### config.mk
export PLATFORM = sky130hd
export DESIGN_NAME = lsi_top
export DESIGN_NICKNAME = d
export VERILOG_FILES = /design/src/rtl/lsi_pkg.sv /design/src/rtl/lsi_top.sv /design/src/rtl/lsi_bert_sync.sv
export VERILOG_INCLUDE_DIRS = /design/src /design/src/rtl
export SDC_FILE = /design/constraint.sdc
export NUM_CORES = 1
export LEC_CHECK = 0
export BUFFER_PORTS_ARGS = -buffer_cell sky130_fd_sc_hd__buf_2
export CAP_MARGIN = 20
export CORE_MARGIN = 4
export CORE_UTILIZATION = 64
export DETAILED_ROUTE_END_ITERATION = 7
export HOLD_SLACK_MARGIN = 0.1
export PLACE_DENSITY = 0.86
export SYNTH_ARGS = -nofsm -noshare
export SYNTH_HDL_FRONTEND = slang
export SYNTH_SLANG_ARGS = --single-unit
### constraint.sdc
create_clock -name ref_clk_in -period 10.5 [get_ports ref_clk_in]
set_clock_uncertainty 0.15 [all_clocks]
set_input_delay 1.05 -clock ref_clk_in [delete_from_list [all_inputs] [get_ports ref_clk_in]]
set_output_delay 1.05 -clock ref_clk_in [all_outputs]
set_load 0.01 [all_outputs]
### src/rtl/lsi_regs.svh
// Function
// - T1 prescaler codes select master clock rate
// - E1 prescaler codes select 2.048 to 16.384
// - invert bit flips coded-mark-inversion on pins
// - enable bit switches line into coded-mark-inversion
// - four-bit receive level in 2.5 dB bands
// - receive level clamped to 5 by equalizer gain limit in T1; E1 limit 4'hF never clamps
// - real-time current-limiter active status bit
// - real-time bit-oriented-code detected status bit
// - bert sync after 32 matches, lost 6/64
// - transmit clock lost after one channel time
// - carrier, open, current-limit flags interrupt both edges
// - jitter fifo limit event, clears on read
// - enabled channel signaling change sets event
// - timer event at error-counter update interval
// - under-threshold flag after 50ms below threshold
// - mask bit 0 blocks, 1 enables source
// - jitter clock from master clock or pll
`ifndef LSI_REGS_SVH
`define LSI_REGS_SVH

// ********************
// register offsets
// ********************
`define LSI_ADDR_INFO_RT 8'h11
`define LSI_ADDR_STATUS_EV 8'h16
`define LSI_ADDR_IRQ_MASK 8'h17
`define LSI_ADDR_LI_CTRL2 8'h79
`define LSI_ADDR_LI_CTRL4 8'h7B

// ********************
// reset values and fields
// ********************
`define LSI_RST_BYTE 8'h00
`define LSI_LIC2_E1_BIT 7
`define LSI_LIC2_JSRC_BIT 3
`define LSI_LIC4_CMI_CODING_ENABLE_BIT 7
`define LSI_LIC4_CMI_POLARITY_INVERT_BIT 6
`define LSI_LIC4_MPS_HI 5
`define LSI_LIC4_MPS_LO 4
`define LSI_SR1_COND_MASK 8'h8F
`define LSI_RL_MAX_T1_EGL 4'h5

// ********************
// timing
// ********************
`define LSI_CLK_KHZ 25000
`define LSI_INPUT_UNDER_THRESHOLD_TIME_US 50000
`define LSI_CHAN_BITS 8
`define LSI_BERT_LOCK_BITS 32
`define LSI_BERT_WIN_BITS 64
`define LSI_BERT_ERR_LIMIT 6
`define LSI_T1_RATE_KHZ 1544
`define LSI_E1_RATE_KHZ 2048
`define LSI_TMR_LONG_US 1000000
`define LSI_TMR_T1_SHORT_US 42000
`define LSI_TMR_E1_SHORT_US 62500

`endif

### src/rtl/lsi_pkg.sv
package lsi_pkg;
    // host parallel port request, one cycle strobes
    typedef struct packed {
        logic [7:0] addr;
        logic [7:0] wdata;
        logic rd;
        logic wr;
    } lsi_host_req_type;

    // raw line interface conditions from analog front end
    typedef struct packed {
        logic [3:0] rx_level;
        logic tx_open_circuit;
        logic tx_current_limit_hit;
        logic bitcode_detected;
        logic rx_carrier_lost;
        logic level_below_thresh;
        logic jitter_fifo_limit;
    } lsi_line_cond_type;

    // bert synchroniser states
    typedef enum logic [0:0] {
        LSI_BERT_HUNT,
        LSI_BERT_LOCKED
    } lsi_bert_state_type;
endpackage

### src/rtl/lsi_top.sv
`timescale 1ns/1ps
`default_nettype none
`include "lsi_regs.svh"
module lsi_top #(
    parameter int INPUT_UNDER_THRESHOLD_CYCLES = `LSI_INPUT_UNDER_THRESHOLD_TIME_US * (`LSI_CLK_KHZ / 1000),
    parameter int TMR_T1_LONG = `LSI_T1_RATE_KHZ * (`LSI_TMR_LONG_US / 1000),
    parameter int TMR_T1_SHORT = `LSI_T1_RATE_KHZ * `LSI_TMR_T1_SHORT_US / 1000,
    parameter int TMR_E1_LONG = `LSI_E1_RATE_KHZ * (`LSI_TMR_LONG_US / 1000),
    parameter int TMR_E1_SHORT = `LSI_E1_RATE_KHZ * `LSI_TMR_E1_SHORT_US / 1000,
    parameter int CH = 8,
    parameter logic [3:0] RL_MAX_E1_EGL = 4'hF
) (
    input wire logic ref_clk_in,
    input wire logic reset_in,
    input wire lsi_pkg::lsi_host_req_type host_req_in,
    output logic [7:0] host_rdata_out,
    output logic irq_out,
    input wire logic mclk_tick_in,
    input wire logic pll_tick_in,
    output logic jitter_atten_clock_out,
    input wire logic tx_data_in,
    input wire logic tx_cmi_in,
    output logic tx_line_pos_out,
    input wire logic rx_line_pos_in,
    output logic rx_data_out,
    output logic cmi_mode_out,
    input wire lsi_pkg::lsi_line_cond_type line_cond_in,
    input wire logic eq_gain_limit_in,
    input wire logic li_tx_clock_in,
    input wire logic bert_bit_tick_in,
    input wire logic bert_bit_err_in,
    input wire logic rx_bit_tick_in,
    input wire logic err_count_interval_sel_in,
    input wire logic [CH-1:0] sig_change_in,
    input wire logic [CH-1:0] sig_change_enable_1_in
);
    import lsi_pkg::*;

    localparam int TMR_W = 22;
    localparam int INPUT_UNDER_THRESHOLD_W = 24;

    // ********************
    // host registers
    // ********************
    logic [7:0] imr_r; // interrupt mask
    logic [7:0] lic2_r; // mode and jitter clock source
    logic [7:0] lic4_r; // cmi and prescaler
    logic [7:0] sr1_r; // latched status
    logic [7:0] pend_r; // interrupt pending
    logic [7:0] cond_q_r; // previous conditions

    wire sel_info_w = host_req_in.addr == `LSI_ADDR_INFO_RT;
    wire sel_sr1_w = host_req_in.addr == `LSI_ADDR_STATUS_EV;
    wire sel_imr_w = host_req_in.addr == `LSI_ADDR_IRQ_MASK;
    wire sel_lic2_w = host_req_in.addr == `LSI_ADDR_LI_CTRL2;
    wire sel_lic4_w = host_req_in.addr == `LSI_ADDR_LI_CTRL4;
    wire rd_sr1_w = host_req_in.rd && sel_sr1_w;

    wire e1_w = lic2_r[`LSI_LIC2_E1_BIT];
    wire jsrc_pll_w = lic2_r[`LSI_LIC2_JSRC_BIT];
    wire cmi_coding_enable_w = lic4_r[`LSI_LIC4_CMI_CODING_ENABLE_BIT];
    wire cmi_polarity_invert_w = lic4_r[`LSI_LIC4_CMI_POLARITY_INVERT_BIT];
    wire [1:0] mps_w = lic4_r[`LSI_LIC4_MPS_HI:`LSI_LIC4_MPS_LO];

    // control register writes
    always_ff @(posedge ref_clk_in or posedge reset_in) begin
        if (reset_in) begin
            imr_r <= `LSI_RST_BYTE;
            lic2_r <= `LSI_RST_BYTE;
            lic4_r <= `LSI_RST_BYTE;
        end else if (host_req_in.wr) begin
            if (sel_imr_w) begin
                imr_r <= host_req_in.wdata;
            end else if (sel_lic2_w) begin
                lic2_r <= host_req_in.wdata;
            end else if (sel_lic4_w) begin
                lic4_r <= host_req_in.wdata;
            end
        end
    end

    // ********************
    // prescaler and jitter clock
    // ********************
    logic [2:0] pre_cnt_r; // master clock ticks
    wire [2:0] pre_mask_w = 3'((4'h1 << mps_w) - 4'h1); // divide by 1,2,4,8
    wire base_tick_w = mclk_tick_in && ((pre_cnt_r & pre_mask_w) == pre_mask_w);
    wire jclk_nxt = jsrc_pll_w ? pll_tick_in : base_tick_w;

    // divider and jitter clock enable
    always_ff @(posedge ref_clk_in or posedge reset_in) begin
        if (reset_in) begin
            pre_cnt_r <= 3'h0;
            jitter_atten_clock_out <= 1'b0;
        end else begin
            if (mclk_tick_in) begin
                pre_cnt_r <= base_tick_w ? 3'h0 : pre_cnt_r + 3'h1;
            end
            jitter_atten_clock_out <= jclk_nxt;
        end
    end

    // ********************
    // cmi line coding
    // ********************
    wire tx_pos_nxt = cmi_coding_enable_w ? (tx_cmi_in ^ cmi_polarity_invert_w) : tx_data_in;
    wire rx_data_nxt = rx_line_pos_in ^ (cmi_coding_enable_w & cmi_polarity_invert_w);

    // line pins
    always_ff @(posedge ref_clk_in or posedge reset_in) begin
        if (reset_in) begin
            tx_line_pos_out <= 1'b0;
            rx_data_out <= 1'b0;
            cmi_mode_out <= 1'b0;
        end else begin
            tx_line_pos_out <= tx_pos_nxt;
            rx_data_out <= rx_data_nxt;
            cmi_mode_out <= cmi_coding_enable_w;
        end
    end

    // ********************
    // real-time status
    // ********************
    logic [3:0] rl_r; // receive level band
    logic tx_open_circuit_r; // open circuit
    logic tx_current_limit_hit_r; // current limit
    logic bd_r; // bitcode detected
    logic rx_carrier_lost_r; // carrier lost
    logic jfl_q_r; // previous fifo limit
    logic bert_sync_live; // from synchroniser
    wire [3:0] rl_max_w = e1_w ? RL_MAX_E1_EGL : `LSI_RL_MAX_T1_EGL;
    wire rl_clamp_w = eq_gain_limit_in && (line_cond_in.rx_level > rl_max_w);
    wire [3:0] rl_nxt = rl_clamp_w ? rl_max_w : line_cond_in.rx_level;

    // sample front-end conditions
    always_ff @(posedge ref_clk_in or posedge reset_in) begin
        if (reset_in) begin
            rl_r <= 4'h0;
            tx_open_circuit_r <= 1'b0;
            tx_current_limit_hit_r <= 1'b0;
            bd_r <= 1'b0;
            rx_carrier_lost_r <= 1'b0;
            jfl_q_r <= 1'b0;
        end else begin
            rl_r <= rl_nxt;
            tx_open_circuit_r <= line_cond_in.tx_open_circuit;
            tx_current_limit_hit_r <= line_cond_in.tx_current_limit_hit;
            bd_r <= line_cond_in.bitcode_detected;
            rx_carrier_lost_r <= line_cond_in.rx_carrier_lost;
            jfl_q_r <= line_cond_in.jitter_fifo_limit;
        end
    end

    lsi_bert_sync u_bert (
        .ref_clk_in(ref_clk_in),
        .reset_in(reset_in),
        .bit_tick_in(bert_bit_tick_in),
        .bit_err_in(bert_bit_err_in),
        .sync_out(bert_sync_live)
    );

    // ********************
    // transmit clock loss and under-threshold timers
    // ********************
    logic txc_q_r; // previous transmit clock level
    logic [3:0] txc_cnt_r; // base ticks since last toggle
    logic tx_clock_lost; // condition
    logic [INPUT_UNDER_THRESHOLD_W-1:0] input_under_threshold_cnt_r; // cycles below threshold
    logic input_under_threshold_r; // condition
    wire txc_toggle_w = li_tx_clock_in ^ txc_q_r;
    wire txc_full_w = txc_cnt_r == 4'(`LSI_CHAN_BITS);
    wire input_under_threshold_full_w = input_under_threshold_cnt_r == INPUT_UNDER_THRESHOLD_W'(INPUT_UNDER_THRESHOLD_CYCLES - 1);

    // watchdogs
    always_ff @(posedge ref_clk_in or posedge reset_in) begin
        if (reset_in) begin
            txc_q_r <= 1'b0;
            txc_cnt_r <= 4'h0;
            tx_clock_lost <= 1'b0;
            input_under_threshold_cnt_r <= '0;
            input_under_threshold_r <= 1'b0;
        end else begin
            txc_q_r <= li_tx_clock_in;
            if (txc_toggle_w) begin
                txc_cnt_r <= 4'h0;
                tx_clock_lost <= 1'b0;
            end else if (base_tick_w && !txc_full_w) begin
                txc_cnt_r <= txc_cnt_r + 4'h1;
            end else if (txc_full_w) begin
                tx_clock_lost <= 1'b1;
            end
            if (!line_cond_in.level_below_thresh) begin
                input_under_threshold_cnt_r <= '0;
                input_under_threshold_r <= 1'b0;
            end else if (input_under_threshold_full_w) begin
                input_under_threshold_r <= 1'b1;
            end else begin
                input_under_threshold_cnt_r <= input_under_threshold_cnt_r + INPUT_UNDER_THRESHOLD_W'(1);
            end
        end
    end

    // ********************
    // error-counter interval timer
    // ********************
    logic [TMR_W-1:0] tmr_cnt_r; // receive bit ticks
    wire [TMR_W-1:0] tmr_last_w = e1_w
        ? (err_count_interval_sel_in ? TMR_W'(TMR_E1_SHORT - 1) : TMR_W'(TMR_E1_LONG - 1))
        : (err_count_interval_sel_in ? TMR_W'(TMR_T1_SHORT - 1) : TMR_W'(TMR_T1_LONG - 1));
    wire tmr_ev_w = rx_bit_tick_in && (tmr_cnt_r >= tmr_last_w);

    // interval count on receive clock
    always_ff @(posedge ref_clk_in or posedge reset_in) begin
        if (reset_in) begin
            tmr_cnt_r <= '0;
        end else if (rx_bit_tick_in) begin
            tmr_cnt_r <= tmr_ev_w ? '0 : tmr_cnt_r + TMR_W'(1);
        end
    end

    // ********************
    // latched status and interrupt
    // ********************
    wire sig_ev_w = |(sig_change_in & sig_change_enable_1_in);
    wire jitter_fifo_limit_ev_w = line_cond_in.jitter_fifo_limit && !jfl_q_r;
    wire [7:0] cond_w = {input_under_threshold_r, 3'h0, rx_carrier_lost_r, tx_current_limit_hit_r, tx_open_circuit_r, tx_clock_lost};
    wire [7:0] ev_w = {1'b0, tmr_ev_w, sig_ev_w, jitter_fifo_limit_ev_w, 4'h0};
    wire [7:0] edge_w = (cond_w ^ cond_q_r) & `LSI_SR1_COND_MASK;
    wire [7:0] set_w = edge_w | ev_w;
    // set wins over read clear; present conditions stay latched in sr1_r, not in pend_r
    wire [7:0] sr1_nxt = rd_sr1_w ? (set_w | (cond_w & `LSI_SR1_COND_MASK)) : (sr1_r | set_w);
    wire [7:0] pend_nxt = rd_sr1_w ? set_w : (pend_r | set_w);

    // status latches
    always_ff @(posedge ref_clk_in or posedge reset_in) begin
        if (reset_in) begin
            sr1_r <= `LSI_RST_BYTE;
            pend_r <= `LSI_RST_BYTE;
            cond_q_r <= `LSI_RST_BYTE;
            irq_out <= 1'b0;
        end else begin
            sr1_r <= sr1_nxt;
            pend_r <= pend_nxt;
            cond_q_r <= cond_w;
            irq_out <= |(pend_r & imr_r);
        end
    end

    // ********************
    // read data
    // ********************
    logic [7:0] rdata_nxt; // decoded read value
    always_comb begin
        rdata_nxt = 8'h00;
        if (sel_info_w) begin
            rdata_nxt = {bert_sync_live, bd_r, tx_current_limit_hit_r, tx_open_circuit_r, rl_r};
        end else if (sel_sr1_w) begin
            rdata_nxt = sr1_r;
        end else if (sel_imr_w) begin
            rdata_nxt = imr_r;
        end else if (sel_lic2_w) begin
            rdata_nxt = lic2_r;
        end else if (sel_lic4_w) begin
            rdata_nxt = lic4_r;
        end
    end

    // read data flop, holds until next read
    always_ff @(posedge ref_clk_in or posedge reset_in) begin
        if (reset_in) begin
            host_rdata_out <= 8'h00;
        end else if (host_req_in.rd) begin
            host_rdata_out <= rdata_nxt;
        end
    end

    // ********************
    // checks
    // ********************
    a_irq_mask_gate: assert property (@(posedge ref_clk_in) disable iff (reset_in)
        (|(pend_r & imr_r)) |=> irq_out)
        else $error("masked pending bit did not raise irq");
    a_irq_blocked: assert property (@(posedge ref_clk_in) disable iff (reset_in)
        (imr_r == 8'h00) ##1 (imr_r == 8'h00) |-> !irq_out)
        else $error("irq with all sources masked");
    a_cond_edge_latch: assert property (@(posedge ref_clk_in) disable iff (reset_in)
        $changed(rx_carrier_lost_r) |=> sr1_r[3] && pend_r[3])
        else $error("carrier loss edge not latched");
    a_event_read_clear: assert property (@(posedge ref_clk_in) disable iff (reset_in)
        rd_sr1_w && !jitter_fifo_limit_ev_w |=> !sr1_r[4])
        else $error("fifo limit event not cleared by read");
    a_event_set_wins: assert property (@(posedge ref_clk_in) disable iff (reset_in)
        rd_sr1_w && tmr_ev_w |=> sr1_r[6] && pend_r[6])
        else $error("timer event lost in clearing read");
    a_cmi_tx_invert: assert property (@(posedge ref_clk_in) disable iff (reset_in)
        cmi_coding_enable_w && cmi_polarity_invert_w |=> tx_line_pos_out == !$past(tx_cmi_in))
        else $error("cmi transmit not inverted");
    a_rl_clamp_t1: assert property (@(posedge ref_clk_in) disable iff (reset_in)
        eq_gain_limit_in && !e1_w |=> rl_r <= `LSI_RL_MAX_T1_EGL)
        else $error("receive level beyond gain limit");
    a_txclk_lost_time: assert property (@(posedge ref_clk_in) disable iff (reset_in)
        $rose(tx_clock_lost) |-> $past(txc_cnt_r) == 4'(`LSI_CHAN_BITS))
        else $error("transmit clock loss too early");
    a_input_under_threshold_hold_time: assert property (@(posedge ref_clk_in) disable iff (reset_in)
        $rose(input_under_threshold_r) |-> $past(input_under_threshold_cnt_r) == INPUT_UNDER_THRESHOLD_W'(INPUT_UNDER_THRESHOLD_CYCLES - 1))
        else $error("under threshold flagged early");
    a_jclk_source: assert property (@(posedge ref_clk_in) disable iff (reset_in)
        jsrc_pll_w |=> jitter_atten_clock_out == $past(pll_tick_in))
        else $error("jitter clock not from pll");
endmodule
`default_nettype wire

### src/rtl/lsi_bert_sync.sv
`timescale 1ns/1ps
`default_nettype none
`include "lsi_regs.svh"
module lsi_bert_sync (
    input wire logic ref_clk_in,
    input wire logic reset_in,
    input wire logic bit_tick_in,
    input wire logic bit_err_in,
    output logic sync_out
);
    import lsi_pkg::*;

    // ********************
    // state
    // ********************
    lsi_bert_state_type state_r; // hunt or locked
    logic [5:0] match_cnt_r; // consecutive good bits
    logic [5:0] win_cnt_r; // bit position in 64 window
    logic [2:0] err_cnt_r; // errors in window

    wire lock_w = bit_tick_in && !bit_err_in && (match_cnt_r == 6'(`LSI_BERT_LOCK_BITS - 1));
    wire lose_w = bit_tick_in && bit_err_in && (err_cnt_r == 3'(`LSI_BERT_ERR_LIMIT - 1));
    wire win_end_w = bit_tick_in && (win_cnt_r == 6'(`LSI_BERT_WIN_BITS - 1));

    // ********************
    // synchroniser
    // ********************
    always_ff @(posedge ref_clk_in or posedge reset_in) begin
        if (reset_in) begin
            state_r <= LSI_BERT_HUNT;
            match_cnt_r <= 6'h00;
            win_cnt_r <= 6'h00;
            err_cnt_r <= 3'h0;
        end else if (bit_tick_in) begin
            case (state_r)
                LSI_BERT_HUNT: begin
                    // need 32 matching in a row
                    match_cnt_r <= bit_err_in ? 6'h00 : match_cnt_r + 6'h01;
                    win_cnt_r <= 6'h00;
                    err_cnt_r <= 3'h0;
                    if (lock_w) begin
                        state_r <= LSI_BERT_LOCKED;
                    end
                end
                LSI_BERT_LOCKED: begin
                    // sixth error within 64 bits drops sync
                    match_cnt_r <= 6'h00;
                    win_cnt_r <= win_cnt_r + 6'h01;
                    if (lose_w) begin
                        state_r <= LSI_BERT_HUNT;
                        err_cnt_r <= 3'h0;
                        win_cnt_r <= 6'h00;
                    end else if (win_end_w) begin
                        err_cnt_r <= 3'h0;
                    end else if (bit_err_in) begin
                        err_cnt_r <= err_cnt_r + 3'h1;
                    end
                end
                default: begin
                    state_r <= LSI_BERT_HUNT;
                end
            endcase
        end
    end

    // sync flop from state
    always_ff @(posedge ref_clk_in or posedge reset_in) begin
        if (reset_in) begin
            sync_out <= 1'b0;
        end else begin
            sync_out <= (state_r == LSI_BERT_LOCKED);
        end
    end

    a_bert_lock_count: assert property (@(posedge ref_clk_in) disable iff (reset_in)
        $rose(state_r == LSI_BERT_LOCKED) |-> $past(match_cnt_r) == 6'(`LSI_BERT_LOCK_BITS - 1))
        else $error("bert locked without 32 matches");
    a_bert_lose_count: assert property (@(posedge ref_clk_in) disable iff (reset_in)
        $fell(state_r == LSI_BERT_LOCKED) |-> $past(err_cnt_r) == 3'(`LSI_BERT_ERR_LIMIT - 1))
        else $error("bert lost sync at wrong error count");
endmodule
`default_nettype wire

**Word level (Yosys, flattened, before mapping)**

Cells that the tools add are included.

- Word-level logic and storage cells: 130
- Register bits: 140

- Bitwise gates (word level): 15
- Reduce and logical (&&, ||, !) cells: 23
- $add $sub $neg: 8
- Equality and inequality tests: 15
- Shift-type cells: 1
- Mux-type cells: 36
- Order comparisons: 2

Operator list:

| cell | count |
|---|---|
| $mux 21 | 3 |
| $mux 8 | 7 |
| $mux 24 | 2 |
| $add 24x1->24 const B | 1 |
| $eq 24x21->1 const B | 1 |
| $eq 8x5->1 const B | 3 |
| $or 8x8->8 | 3 |
| $pmux 6 s2 | 2 |
| $add 22x1->22 const B | 1 |
| $ge 22x21->1 | 1 |
| $mux 22 | 1 |
| $and 8x8->8 | 2 |
| $eq 8x7->1 const B | 2 |
| $mux 4 | 4 |
| $reduce_or 8->1 | 2 |
| $add 6x1->6 const B | 2 |
| $mux 3 | 4 |
| $mux 6 | 2 |
| $logic_and 1x1->1 | 11 |
| $mux 1 | 9 |
| $or 8x7->8 | 1 |
| $xor 8x8->8 | 1 |
| $add 3x1->3 const B | 2 |
| $eq 6x5->1 const B | 1 |
| 22 further kinds | 32 |

**Longest topological paths before layout**

- Depth in word-level cells: 8
- Gate-level depth with buffers: 12
- Depth with buffers taken out: 10

**Hierarchy**

Synthesis repeated with hierarchy kept, for this count alone.

- Cells, all modules: 674
- Area, all modules: 7130.6 µm²

Modules (own cells, without submodules):

| module | area each (µm²) | cells each | times used |
|---|---|---|---|
| lsi_top | 6279.8 | 591 | 1 |
| lsi_bert_sync | 850.8 | 83 | 1 |

**Least setup slack after synthesis**

OpenSTA, ideal clock, no wires.

- Path kind: input -> register
- Start point: input err_count_interval_sel_in
- End point: register tmr_cnt_r[15]
- Path slack: 7532 ps
- Setup time: 119 ps
- Data arrival time: 2699 ps
- Buffers on the path: 2
- Cell stages on the path: 11
- Cells stage by stage: inv_1 > nand2_1 > ha_1 > nand4b_1 > nor3_1 > o2111ai_1 > o211ai_2 > and2_1 > buf_4 > buf_4 > nor2_1

- Longest elaborated chain between the ends: 5
- Elaborated cells on any way between the ends: 6
- Classes of those cells: order compare: 1; mux: 4; reduce/logical: 1

RTL lines:

| item | line | source |
|---|---|---|
| start, declared | lsi_top.sv:33 | `input wire logic err_count_interval_sel_in,` |
| $mux 21 (on tied branches) | lsi_top.sv:210, lsi_top.sv:209 |  |
| $mux 21 * | lsi_top.sv:209 | `? (err_count_interval_sel_in ? TMR_W'(TMR_E1_SHORT - 1) : TMR_W'(TMR_E1_LONG - 1))` |
| $ge 22x21->1 * | lsi_top.sv:211 | `wire tmr_ev_w = rx_bit_tick_in && (tmr_cnt_r >= tmr_last_w);` |
| $logic_and 1x1->1 * | lsi_top.sv:211 |  |
| $mux 22 * | lsi_top.sv:218 | `tmr_cnt_r <= tmr_ev_w ? '0 : tmr_cnt_r + TMR_W'(1);` |
| end signal, assigned | lsi_top.sv:218 |  |
| end, declared | lsi_top.sv:207 | `logic [TMR_W-1:0] tmr_cnt_r;` |

Every way passes the cells marked *; elsewhere a longest branch is shown, timed or not.
A chain may end at the register's enable or synchronous reset.

**Worst setup path after layout**

- Start point: input err_count_interval_sel_in
- End point: register tmr_cnt_r[10]

Same word-level chain as after synthesis.

==> metrics.txt <==
# TYPE chip_impl_metric gauge
chip_impl_info{name="outcome",value="finished clean"} 1
chip_impl_metric{name="worst_slew_margin_rel",unit="%"} 43.02
chip_impl_metric{name="syn-num-nets",unit=""} 725
chip_impl_metric{name="maxClockFrequency",unit="MHz"} 317.3
chip_impl_metric{name="grt_pass1_wl",unit="um"} 25700
chip_impl_metric{name="number_of_antenna_violations_at_the_first_check_in_global_routing",unit=""} 1
chip_impl_metric{name="data_arrival_critical_path",unit="ns"} 3.36
chip_impl_metric{name="worst_setup_hold_path_clk_slew",unit="ns"} 0.06
chip_impl_metric{name="worst-slew-pin-transition",unit="ns"} 0.8546
chip_impl_metric{name="post_drt_wl_per_cell",unit="um"} 17.36
chip_impl_metric{name="cts_num_sinks",unit=""} 140
chip_impl_metric{name="start_util",unit="%"} 65.83
chip_impl_metric{name="fp.dieH",unit="um"} 111.3
chip_impl_metric{name="route.final.wire_length",unit="um"} 14950
chip_impl_metric{name="die_outline_area",unit="sq um"} 12380
chip_impl_metric{name="std_cell_rows",unit=""} 37
chip_impl_metric{name="number_of_iterations_in_the_first_detailed_routing_pass",unit=""} 4
chip_impl_metric{name="warnings_from_yosys",unit=""} 0
chip_impl_metric{name="synth_top_area_share",unit="%"} 51.32
chip_impl_metric{name="vias",unit=""} 5088
chip_impl_metric{name="clock_insertion_delay_worst_skew",unit="ns"} 0.51
chip_impl_metric{name="placed_area",unit="sq um"} 7289
chip_impl_metric{name="fill_cells",unit=""} 698
chip_impl_info{name="setup.worst_path.end_class",value="register"} 1
chip_impl_metric{name="via_per_inst",unit=""} 5.909
chip_impl_metric{name="timing.final.crit_period",unit="ns"} 3.151
chip_impl_metric{name="path_max_fanout",unit=""} 18
chip_impl_metric{name="cellLeakagePower",unit="nW"} 3.765
chip_impl_metric{name="cts.repair.resized",unit=""} 0
chip_impl_metric{name="syn_area_per_cell",unit="sq um"} 10.70
chip_impl_info{name="hold-path-endpoint",value="cond_q_r[3]"} 1
chip_impl_metric{name="antenna-diode-count",unit=""} 0
chip_impl_metric{name="finalSetupViolCount",unit=""} 0
chip_impl_metric{name="worstRegToRegCells",unit=""} 8
chip_impl_metric{name="hpwl",unit="um"} 10370
chip_impl_metric{name="synth.cell_area",unit="sq um"} 6827
chip_impl_metric{name="clock_tree.htree_level_count",unit=""} 4
chip_impl_metric{name="final_layout_size_suffix_gt1_share",unit="%"} 20.28
chip_impl_info{name="worstReg2RegEnd",value="tmr_cnt_r[10]"} 1
chip_impl_metric{name="power.ir.vdd_worst",unit="uV"} 169.3
chip_impl_info{name="hp-class",value="register to register"} 1
chip_impl_info{name="timing.hold.worst.start",value="rx_carrier_lost_r"} 1
chip_impl_metric{name="ys_async_sr_fraction",unit="%"} 100.0
chip_impl_metric{name="finalHoldViolations",unit=""} 0
chip_impl_metric{name="io-pin-count",unit=""} 70
chip_impl_info{name="grt_setup_unrepaired",value="no"} 1
chip_impl_metric{name="design.core.area",unit="sq um"} 10370
chip_impl_metric{name="timing.final.max_slew_violations",unit=""} 0
chip_impl_metric{name="gp_routability_congestion",unit=""} 0.8456
chip_impl_metric{name="holdWs",unit="ns"} 0.2392
chip_impl_metric{name="cts-hold-fix-buffers",unit=""} 0
chip_impl_info{name="tritoncts_clock_tree",value="built"} 1
chip_impl_metric{name="drv_cap",unit=""} 0
chip_impl_metric{name="grt.overflow.total",unit=""} 0
chip_impl_metric{name="post_cts_buffers",unit=""} 0
chip_impl_metric{name="worstHoldPathCells",unit=""} 0
chip_impl_info{name="synth_area_leader_cell",value="sky130_fd_sc_hd__dfrtp_1"} 1
chip_impl_metric{name="area.sequential",unit="sq um"} 3503
chip_impl_metric{name="layout_worst_path_cycle_share",unit="%"} 30.01
chip_impl_metric{name="critical_path_required",unit="ns"} 10.71
chip_impl_metric{name="drc",unit=""} 0
chip_impl_info{name="criticalPathCategory",value="input pin to register"} 1
chip_impl_metric{name="cellPowerDensity",unit="nW/um^2"} 162.7
chip_impl_metric{name="buffers_from_clock_root_to_sink_at_most",unit=""} 2
chip_impl_metric{name="yosys.cell_types.count",unit=""} 56
chip_impl_metric{name="regToRegSetupSlack",unit="ns"} 7.58
chip_impl_info{name="cts.root.buffer_cell",value="sky130_fd_sc_hd__clkbuf_8"} 1
chip_impl_metric{name="finalSetupTns",unit="ns"} 0
chip_impl_metric{name="area_delta_synth_final",unit="%"} 15.65
chip_impl_metric{name="grt_start_max_net_pins",unit=""} 83
chip_impl_metric{name="first_global_vias",unit=""} 5450
chip_impl_metric{name="num-nets-final",unit=""} 800
chip_impl_info{name="yosys_most_used_dff",value="sky130_fd_sc_hd__dfrtp_1"} 1
chip_impl_metric{name="dr.first_iter.drc_count",unit=""} 279
chip_impl_metric{name="grt_usage",unit="%"} 25.55
chip_impl_info{name="yosys.cell_count.top_type",value="sky130_fd_sc_hd__dfrtp_1"} 1
chip_impl_metric{name="portBuffers",unit=""} 69
chip_impl_info{name="synth.area.top_cells",value="sky130_fd_sc_hd__dfrtp_1 (51%), sky130_fd_sc_hd__ha_1 (5.5%), sky130_fd_sc_hd__mux2_2 (5.3%), sky130_fd_sc_hd__xor2_1 (4.0%), sky130_fd_sc_hd__nor2_1 (3.8%)"} 1
chip_impl_info{name="worst_r2r_startpoint",value="lic2_r[7]"} 1
chip_impl_info{name="ys_top_cells_by_count",value="sky130_fd_sc_hd__dfrtp_1 (140), sky130_fd_sc_hd__nor2_1 (70), sky130_fd_sc_hd__nand2_1 (43)"} 1
chip_impl_metric{name="drt.antenna.violating_nets",unit=""} 0
chip_impl_metric{name="final_std_cell_area_no_fill",unit="sq um"} 7895
chip_impl_metric{name="ys_seq_area_share",unit="%"} 51.32
chip_impl_info{name="cp-start-kind",value="input pin"} 1
chip_impl_metric{name="numCtsBuffers",unit=""} 17
chip_impl_metric{name="multiInputGateArea",unit="sq um"} 3149
chip_impl_metric{name="synth_edf_count",unit=""} 0
chip_impl_metric{name="die_width",unit="um"} 111.3
chip_impl_metric{name="synthesis.instances",unit=""} 638
chip_impl_metric{name="yosys_register_bits",unit=""} 140
==> cell families after synthesis <==
logic type,share of synthesized area [%]
AND/OR/NAND/NOR,17.58
flip-flops,51.32
AO/OA/AOI/OAI,9.604
XOR/XNOR,6.415
buffers and inverters,2.547
multiplexers,7.038
adder cells (fa/ha/maj),5.499
==> per-layer routing <==
layer / track usage (%) / wire, um / vias up
li1: - / - / 2386
met1: 30.92 / 5990 / 2536
met2: 44.51 / 7930 / 127
met3: 5.786 / 698 / 37
met4: 9.732 / 313 / 2
met5: 0 / 13 / -
==> report_power, final <==
group          leakage [nW]  internal, mW  switching, mW
combinational          1.66        0.0444         0.0556
clock                 0.286         0.382          0.210
sequential             1.82         0.565         0.0266
total                  3.76         0.992          0.292
==> cell type report <==
cell class | instances | share of cell area, %
repair buffers | 71 | 4.818
clock buffers | 22 | 5.483
multi-input cells | 454 | 39.89
well taps | 136 | 2.155
flip-flops and latches | 140 | 44.37
inverters | 29 | 1.442
clock inverters | 9 | 1.838
==> sequential cells by signal, indices dropped and copies added (netlist names), 8 cells and up <==
| register | flops |
|---|---|
| tmr_cnt_r | 22 |
| input_under_threshold_cnt_r | 24 |
| pend_r | 8 |
| lic4_r | 8 |
| host_rdata_out | 8 |
| lic2_r | 8 |
| imr_r | 8 |
| sr1_r | 8 |
==> how the worst max path moves through the flow <==
stage,startpoint,to,slack [ns],cells past startpoint
finish,err_count_interval_sel_in,tmr_cnt_r[10],7.35,10
CTS,err_count_interval_sel_in,tmr_cnt_r[10],7.38,10
global placement,err_count_interval_sel_in,tmr_cnt_r[19],7.06,10
detailed placement,err_count_interval_sel_in,tmr_cnt_r[9],6.86,10
floorplan,reset_in,bd_r,5.55,1
global route,err_count_interval_sel_in,tmr_cnt_r[6],7.18,10
==> critical path, cell delays in order <==
cell and delay (ns):
sky130_fd_sc_hd__buf_2 0.15, sky130_fd_sc_hd__inv_1 0.10, sky130_fd_sc_hd__nand2_1 0.09, sky130_fd_sc_hd__ha_1 0.33, sky130_fd_sc_hd__nand4b_1 0.16, sky130_fd_sc_hd__nor3_1 0.29, sky130_fd_sc_hd__o2111ai_1 0.16, sky130_fd_sc_hd__o211ai_2 0.31
sky130_fd_sc_hd__and2_1 0.59, sky130_fd_sc_hd__nor2_1 0.14
==> cell usage in the layout, fill, tap and decap left out, types with 2 or more instances in the layout <==
cell	n
sky130_fd_sc_hd__a22oi_1	9
sky130_fd_sc_hd__mux2i_1	12
sky130_fd_sc_hd__nor4_2	2
sky130_fd_sc_hd__a21oi_1	18
sky130_fd_sc_hd__inv_1	27
sky130_fd_sc_hd__nor2_1	70
sky130_fd_sc_hd__xnor2_1	19
sky130_fd_sc_hd__clkbuf_1	5
sky130_fd_sc_hd__mux2_2	32
sky130_fd_sc_hd__nor4b_1	3
sky130_fd_sc_hd__dfrtp_1	140
sky130_fd_sc_hd__a211oi_1	2
sky130_fd_sc_hd__a221oi_1	8
sky130_fd_sc_hd__and2_1	21
sky130_fd_sc_hd__nand2_1	43
sky130_fd_sc_hd__nor2b_1	11
sky130_fd_sc_hd__a21o_1	12
sky130_fd_sc_hd__nor3_1	4
sky130_fd_sc_hd__a22o_1	4
sky130_fd_sc_hd__bufinv_16	4
sky130_fd_sc_hd__nor3b_2	3
sky130_fd_sc_hd__nand3_1	22
sky130_fd_sc_hd__o21ai_0	33
sky130_fd_sc_hd__o2bb2ai_1	5
sky130_fd_sc_hd__nand4_1	20
sky130_fd_sc_hd__ha_1	30
sky130_fd_sc_hd__clkbuf_16	16
sky130_fd_sc_hd__and3_1	10
sky130_fd_sc_hd__buf_2	69
sky130_fd_sc_hd__nand2b_1	6
sky130_fd_sc_hd__xor2_1	31
sky130_fd_sc_hd__clkinv_2	5
==> stage by stage <==
stage	worst slack, ns	util [%]	cells	total power [mW]
finish	7.349	76.13	861	1.284
global route	7.176	76.13	861	1.338
CTS	7.378	75.87	860	1.291
detailed placement	6.857	70.29	829	0.6989
global placement	7.057	70.29	829	0.6899
floorplan	5.547	-	638	0.6576
(Power assumes the default switching activity.)
